**config.mk**
```make
export PLATFORM = sky130hd
export DESIGN_NAME = ados_top
export DESIGN_NICKNAME = d
export VERILOG_FILES = /design/src/pkg/ados_pkg.sv /design/src/hdl/ados_top.sv
export SDC_FILE = /design/constraint.sdc
export NUM_CORES = 1
export LEC_CHECK = 0
export ABC_CLOCK_PERIOD_IN_PS = 3200
export BUFFER_PORTS_ARGS = -buffer_cell sky130_fd_sc_hd__buf_4
export CORE_MARGIN = 3
export CORE_UTILIZATION = 51
export DETAILED_ROUTE_END_ITERATION = 10
export GPL_TIMING_DRIVEN = 0
export PLACE_DENSITY_LB_ADDON = 0.15
export REMOVE_ABC_BUFFERS = 1
export SLEW_MARGIN = 20
export SYNTH_ARGS = -nofsm -noshare
export SYNTH_HDL_FRONTEND = slang
export SYNTH_SLANG_ARGS = --single-unit
```
**constraint.sdc**
```tcl
create_clock -name clk_sys_in -period 3.2 [get_ports clk_sys_in]
set_input_delay 0.16 -clock clk_sys_in [delete_from_list [all_inputs] [get_ports clk_sys_in]]
set_output_delay 0.16 -clock clk_sys_in [all_outputs]
set_load 0.005 [all_outputs]
```
**src/pkg/ados_pkg.sv**
```systemverilog
package ados_pkg;
  localparam int CLK_FREQ_KHZ = 50000;
  localparam int XTAL_FREQ_KHZ = 27120;
  localparam int CARRIER_DIV = 2;
  localparam logic [1:0] CARRIER_HALF_M1 = 2'(CARRIER_DIV / 2 - 1);
  localparam int RATE_106_KBD = 106;
  localparam int RATE_212_KBD = 212;
  localparam int RATE_424_KBD = 424;
  localparam int RATE_848_KBD = 848;
  localparam logic [15:0] BIT_CYC_106 = 16'(CLK_FREQ_KHZ / RATE_106_KBD);
  localparam logic [15:0] BIT_CYC_212 = 16'(CLK_FREQ_KHZ / RATE_212_KBD);
  localparam logic [15:0] BIT_CYC_424 = 16'(CLK_FREQ_KHZ / RATE_424_KBD);
  localparam logic [15:0] BIT_CYC_848 = 16'(CLK_FREQ_KHZ / RATE_848_KBD);
  localparam int P_COND_W = 6;
  localparam int N_COND_W = 4;
  localparam int N_STEADY_LSB = 4;
  localparam int N_KEYED_LSB = 0;
  localparam int TXF_SPEED_LSB = 4;
  localparam int TXS_DRV_LSB = 4;
  localparam int TXS_AUX_LSB = 0;
  localparam logic [1:0] SPEED_106 = 2'h0;
  localparam logic [1:0] SPEED_212 = 2'h1;
  localparam logic [1:0] SPEED_424 = 2'h2;
  localparam logic [1:0] SPEED_848 = 2'h3;
  localparam logic [1:0] DRV_SEL_OFF = 2'h0;
  localparam logic [1:0] DRV_SEL_INT = 2'h1;
  localparam logic [1:0] DRV_SEL_AUX = 2'h2;
  localparam logic [1:0] DRV_SEL_HIGH = 2'h3;
  localparam logic [3:0] AUX_SEL_LOW = 4'h0;
  localparam logic [3:0] AUX_SEL_ENV = 4'h1;
  localparam logic [3:0] AUX_SEL_CARRIER = 4'h2;

  typedef struct packed {
    logic [1:0] div_cnt;
    logic carrier;
    logic [15:0] bit_cnt;
    logic bit_tick;
    logic pin1;
    logic pin2;
    logic [P_COND_W-1:0] p1;
    logic [N_COND_W-1:0] n1;
    logic [P_COND_W-1:0] p2;
    logic [N_COND_W-1:0] n2;
    logic aux_out;
    logic parity;
  } ados_state_t;

  localparam ados_state_t ADOS_RESET = '0;
endpackage

```
**src/hdl/ados_top.sv**
```systemverilog
`timescale 1ns/1ps
// Functional notes
// - Pins carry carrier keyed by envelope
// - Carrier is system clock divided by two
// - Driver control bits set both pin behaviours
// - Disabled driver ignores bits, pin held low
// - Envelope picks steady or keyed conductance
// - Pin one forced low on full-depth keying
// - Pin two forced low on full-depth keying
// - Steady-only pin two ignores the envelope
// - Single driver uses same conductance values
// - Framing and select set rate, driver source
// - Link framing parity up to 848 kBd
// - Aux serial pins exchange link signals
module ados_top
  import ados_pkg::*;
(
  input wire logic clk_sys_in,
  input wire logic sys_rst_in,
  input wire logic driver_one_carrier_enable_in,
  input wire logic driver_two_carrier_enable_in,
  input wire logic forced_full_depth_keying_in,
  input wire logic driver_one_invert_when_on_in,
  input wire logic driver_one_invert_when_off_in,
  input wire logic driver_two_continuous_wave_only_in,
  input wire logic driver_two_invert_when_on_in,
  input wire logic driver_two_invert_when_off_in,
  input wire logic [P_COND_W-1:0] p_conductance_steady_register_in,
  input wire logic [P_COND_W-1:0] p_conductance_keyed_register_in,
  input wire logic [7:0] n_conductance_register_in,
  input wire logic [7:0] transmit_framing_register_in,
  input wire logic [7:0] transmit_signal_select_register_in,
  input wire logic envelope_in,
  input wire logic aux_serial_input_in,
  input wire logic [7:0] tx_byte_in,
  output logic antenna_drive_pin_one_out,
  output logic antenna_drive_pin_two_out,
  output logic [P_COND_W-1:0] p_array_conductance_one_out,
  output logic [N_COND_W-1:0] n_array_conductance_one_out,
  output logic [P_COND_W-1:0] p_array_conductance_two_out,
  output logic [N_COND_W-1:0] n_array_conductance_two_out,
  output logic aux_serial_output_out,
  output logic bit_tick_out,
  output logic tx_parity_out
);

  ados_state_t st_r;
  ados_state_t st_nxt;
  logic env_eff;
  logic [1:0] drv_sel;
  logic [3:0] aux_sel;
  logic [1:0] speed;
  logic [15:0] bit_len;
  logic [N_COND_W-1:0] n_steady;
  logic [N_COND_W-1:0] n_keyed;

  function automatic logic [P_COND_W-1:0] pick_p(input logic env,
                                                 input logic [P_COND_W-1:0] steady,
                                                 input logic [P_COND_W-1:0] keyed);
    pick_p = env ? steady : keyed;
  endfunction

  function automatic logic [N_COND_W-1:0] pick_n(input logic env,
                                                 input logic [N_COND_W-1:0] steady,
                                                 input logic [N_COND_W-1:0] keyed);
    pick_n = env ? steady : keyed;
  endfunction

  function automatic logic [15:0] rate_cycles(input logic [1:0] sp);
    if (sp == SPEED_106)
    begin
      rate_cycles = BIT_CYC_106;
    end
    else if (sp == SPEED_212)
    begin
      rate_cycles = BIT_CYC_212;
    end
    else if (sp == SPEED_424)
    begin
      rate_cycles = BIT_CYC_424;
    end
    else
    begin
      rate_cycles = BIT_CYC_848;
    end
  endfunction

  assign drv_sel = transmit_signal_select_register_in[TXS_DRV_LSB +: 2];
  assign aux_sel = transmit_signal_select_register_in[TXS_AUX_LSB +: 4];
  assign speed = transmit_framing_register_in[TXF_SPEED_LSB +: 2];
  assign bit_len = rate_cycles(speed);
  assign n_steady = n_conductance_register_in[N_STEADY_LSB +: N_COND_W];
  assign n_keyed = n_conductance_register_in[N_KEYED_LSB +: N_COND_W];

  always_comb
  begin
    st_nxt = st_r;
    if (st_r.div_cnt == CARRIER_HALF_M1)
    begin
      st_nxt.div_cnt = 2'h0;
      st_nxt.carrier = ~st_r.carrier;
    end
    else
    begin
      st_nxt.div_cnt = st_r.div_cnt + 2'h1;
    end
    case (drv_sel)
      DRV_SEL_OFF: env_eff = 1'b0;
      DRV_SEL_INT: env_eff = envelope_in;
      DRV_SEL_AUX: env_eff = aux_serial_input_in;
      default: env_eff = 1'b1;
    endcase
    if (st_r.bit_cnt >= bit_len - 16'h1)
    begin
      st_nxt.bit_cnt = 16'h0;
      st_nxt.bit_tick = 1'b1;
    end
    else
    begin
      st_nxt.bit_cnt = st_r.bit_cnt + 16'h1;
      st_nxt.bit_tick = 1'b0;
    end
    st_nxt.parity = ~^tx_byte_in;
    if (aux_sel == AUX_SEL_ENV)
    begin
      st_nxt.aux_out = env_eff;
    end
    else if (aux_sel == AUX_SEL_CARRIER)
    begin
      st_nxt.aux_out = st_nxt.carrier;
    end
    else
    begin
      st_nxt.aux_out = 1'b0;
    end
    if (!driver_one_carrier_enable_in)
    begin
      st_nxt.pin1 = 1'b0;
      st_nxt.p1 = '0;
      st_nxt.n1 = '0;
    end
    else
    begin
      st_nxt.p1 = pick_p(env_eff, p_conductance_steady_register_in,
                         p_conductance_keyed_register_in);
      st_nxt.n1 = pick_n(env_eff, n_steady, n_keyed);
      if (env_eff)
      begin
        st_nxt.pin1 = st_nxt.carrier ^ driver_one_invert_when_on_in;
      end
      else if (forced_full_depth_keying_in)
      begin
        st_nxt.pin1 = 1'b0;
      end
      else
      begin
        st_nxt.pin1 = st_nxt.carrier ^ driver_one_invert_when_off_in;
      end
    end
    if (!driver_two_carrier_enable_in)
    begin
      st_nxt.pin2 = 1'b0;
      st_nxt.p2 = '0;
      st_nxt.n2 = '0;
    end
    else if (driver_two_continuous_wave_only_in)
    begin
      st_nxt.pin2 = st_nxt.carrier ^ driver_two_invert_when_on_in;
      st_nxt.p2 = p_conductance_steady_register_in;
      st_nxt.n2 = n_steady;
    end
    else
    begin
      st_nxt.p2 = pick_p(env_eff, p_conductance_steady_register_in,
                         p_conductance_keyed_register_in);
      st_nxt.n2 = pick_n(env_eff, n_steady, n_keyed);
      if (env_eff)
      begin
        st_nxt.pin2 = st_nxt.carrier ^ driver_two_invert_when_on_in;
      end
      else if (forced_full_depth_keying_in)
      begin
        st_nxt.pin2 = 1'b0;
      end
      else
      begin
        st_nxt.pin2 = st_nxt.carrier ^ driver_two_invert_when_off_in;
      end
    end
  end

  always_ff @(posedge clk_sys_in or posedge sys_rst_in)
  begin
    if (sys_rst_in)
    begin
      st_r <= ADOS_RESET;
    end
    else
    begin
      st_r <= st_nxt;
    end
  end

  assign antenna_drive_pin_one_out = st_r.pin1;
  assign antenna_drive_pin_two_out = st_r.pin2;
  assign p_array_conductance_one_out = st_r.p1;
  assign n_array_conductance_one_out = st_r.n1;
  assign p_array_conductance_two_out = st_r.p2;
  assign n_array_conductance_two_out = st_r.n2;
  assign aux_serial_output_out = st_r.aux_out;
  assign bit_tick_out = st_r.bit_tick;
  assign tx_parity_out = st_r.parity;
endmodule

```
==> metrics.yaml <==
critical_path:
  crit_chain: "ha_1, nand2_1, or3_1, o221ai_1, nor2_1"
  critPathTopFamily: "compound AO/OA/AOI/OAI gates"
  path_max_fanout: 12
  criticalPathCategory: "flop to flop"
  timing.critical_path.to_type: "flop"
  cpMaxStageDelayCell: "o221ai_1"
  critPathMaxStageDelay_ps: 720
  critical_path_buf_inv_count: 0
  cp_data_arrival_time_ps: 2320
  crit_required_ps: 3340
  cp-start-kind: "flop"
timing:
  final_total_negative_setup_slack_ps: 0
  pin_slew_with_the_least_headroom_to_its_limit_ps: 906
  setup_violations: 0
  fmaxAchievable_ghz: 0.458
  finalWorstPathRequiredPeriod_ps: 2180
  layout_setup_ws_ps: 1020
  fin_crit_sh_pct: 68.2
  max_clock_skew_ps: 4.78
  final_max_slew_viol_count: 0
  slew-limit-headroom_pct: 39.6
  hold_viol_final: 0
  rsz0062_at_grt: "false"
clocking:
  root_buffer: "clkbuf_8"
  maximum_buffer_depth_of_the_clock_tree: 2
  clock_sink_count: 44
  cts_buffers: 5
  postCtsSetupBuffers: 0
  worst_skew_pair.late_latency_ps: 290
  tritoncts: "yes"
  clkSlewWorstSetupHoldPaths_ps: 80
  ctsHtreeMaxLevel: 2
place:
  pre_cts_slack_ps: 983
  port_buffers: 72
  place.gp.congestion: 0.834
  dp.final_hpwl_mm: 3.49
yosys:
  synthCells: 235
  ys_async_sr_fraction_pct: 100
  synth.lib_cells_used.distinct: 37
  synth.most_common_cell: "nand2_1"
  synth.largest_area_cell: "dfrtp_1"
  post_synth_edffs: 0
  number_of_synthesis_warnings: 0
  synth_top_cell_area_share_pct: 48.1
  average_instance_area_after_synthesis_um2: 9.74
  netlist_area_um2: 2290
  yosys_reg_bits: 44
  synth_flop_cell: "dfrtp_1"
  synth.top_cells.by_count: "nand2_1, dfrtp_1, buf_4"
  top_cells_by_area_synth: "dfrtp_1, nand2_1, ha_1"
  seq_area_frac_synth_pct: 48.1
power_and_ir_drop:
  ir_drop_uv: 373
  post-layout-total-power_mw: 1.21
  powerDensity_nw_per_um2: 419
  cellLeakagePower_nw: 1.41
drt:
  wl_met3_um: 324
  ant_nets: 0
  route.top_layer_used: "met4"
  drt_iter0_markers: 68
  routedLengthMet1_mm: 1.92
  drt_drc_violations_left: 0
  routed_wire_length_per_instance_um: 13.6
  drt_pass1_iterations: 4
  dr_total_vias: 1734
  met2_wirelength_mm: 2.38
  routed_via_density: 5.03
  wirelength_mm: 4.68
layout:
  regArea_um2: 1100
  fin_nets: 362
  nFillCells: 339
  final_layout_size_suffix_gt1_share_pct: 29.3
  multi_input_area_um2: 993
  syn_to_final_growth_pct: 26.1
floorplan:
  die_height_um: 73.0
  io_pins: 81
  die-area_um2: 5330
  row_count: 23
  area_of_the_core_um2: 4170
  dieWidth_um: 73.0
  floorplan.initialDensity_pct: 54.9
run:
  drv.max_cap_violation_count: 0
global_routing:
  initial_antenna_violation_count: 0
  grt_pass1_wl_mm: 8.10
  grt_pass1_vias: 1825
  grt_remaining_overflow: 0
  groute.usage.overall_pct: 19.6
  pin_count_of_the_biggest_net_entering_global_routing: 27
run_status:
  status: "complete, no violations"
worst_hold_path:
  min_delay_path_class: "primary input to flop"
area by class of cell:
class | count | area share [%]
antenna | 1 | 0.0867
tap | 50 | 2.17
clock buffer | 5 | 2.38
sequential | 44 | 38.1
clock inverter | 3 | 1.65
inverter | 8 | 1.04
multi-input combinational | 159 | 34.4
timing repair buffer | 75 | 20.1
sequential cells by signal (all words and copies together), names as in the netlist:
name,cells
st_r,19
tx_parity_out,1
p_array_conductance_two_out,6
antenna_drive_pin_one_out,1
aux_serial_output_out,1
n_array_conductance_one_out,4
n_array_conductance_two_out,4
bit_tick_out,1
p_array_conductance_one_out,6
antenna_drive_pin_two_out,1
worst paths after layout:
path / start / to / slack (ps) / cells after the start
worst max-delay path: st_r[32] / st_r[33] / 1020 / 5
worst min-delay path: transmit_signal_select_register_in[3] / aux_serial_output_out / 10 / 2
worst max register to register: st_r[32] / st_r[33] / 1020 / 5
worst min register to register: st_r[25] / st_r[25] / 490 / 1
max in group asynchronous: sys_rst_in / n_array_conductance_one_out[0] / 2280 / 4
min in group asynchronous: sys_rst_in / aux_serial_output_out / 440 / 3
cell usage in the layout, fill, tap and decap left out, types with 3 or more instances in the layout:
master	n
nand2_1	45
dfrtp_1	44
nor3_1	4
and2_1	3
a21boi_0	20
nor2_1	18
conb_1	6
buf_4	72
ha_1	13
clkbuf_8	5
inv_1	7
nand3_1	5
xnor2_1	13
xor2_1	4
layer usage:
layer | track usage [%] | vias to the layer above
met2 | 33.5 | 46
met4 | 4.92 | 0
met5 | 0 | -
met1 | 23.6 | 813
li1 | - | 867
met3 | 6.75 | 8
kinds of logic (layout without fill, tap and decap cells):
logic type / after synthesis / after routing / share of synthesized area [%]
simple gates: 89 / 89 / 17.3
fa+ha+maj: 13 / 13 / 7.10
other cells: 2 / 7 / 0.328
xor+xnor: 17 / 17 / 6.50
flops: 44 / 44 / 48.1
compound gates: 34 / 34 / 11.3
buf+inv: 36 / 91 / 9.40
power breakdown:
part,switching (mW),internal (mW),total (mW)
combinational,0.0840,0.106,0.190
clock,0.194,0.235,0.429
sequential,0.00803,0.583,0.591
total,0.286,0.924,1.21
what timing repair did:
item,4_1_cts,5_1_grt
hold buffers,2,0
endpoints found under the hold margin,19,0
resized for setup,0,0
per-stage QoR:
step	area [um2]	hold slack, ps	std cells	utilization [%]
after detailed placement	2750	188	334	65.8
after global routing	2880	1.17	344	69.1
after global placement	2720	313	333	65.2
after floorplan	2120	227	211	-
after CTS	2880	0.307	344	69.1
final	2890	10.3	345	69.2
(Power assumes the default switching activity.)
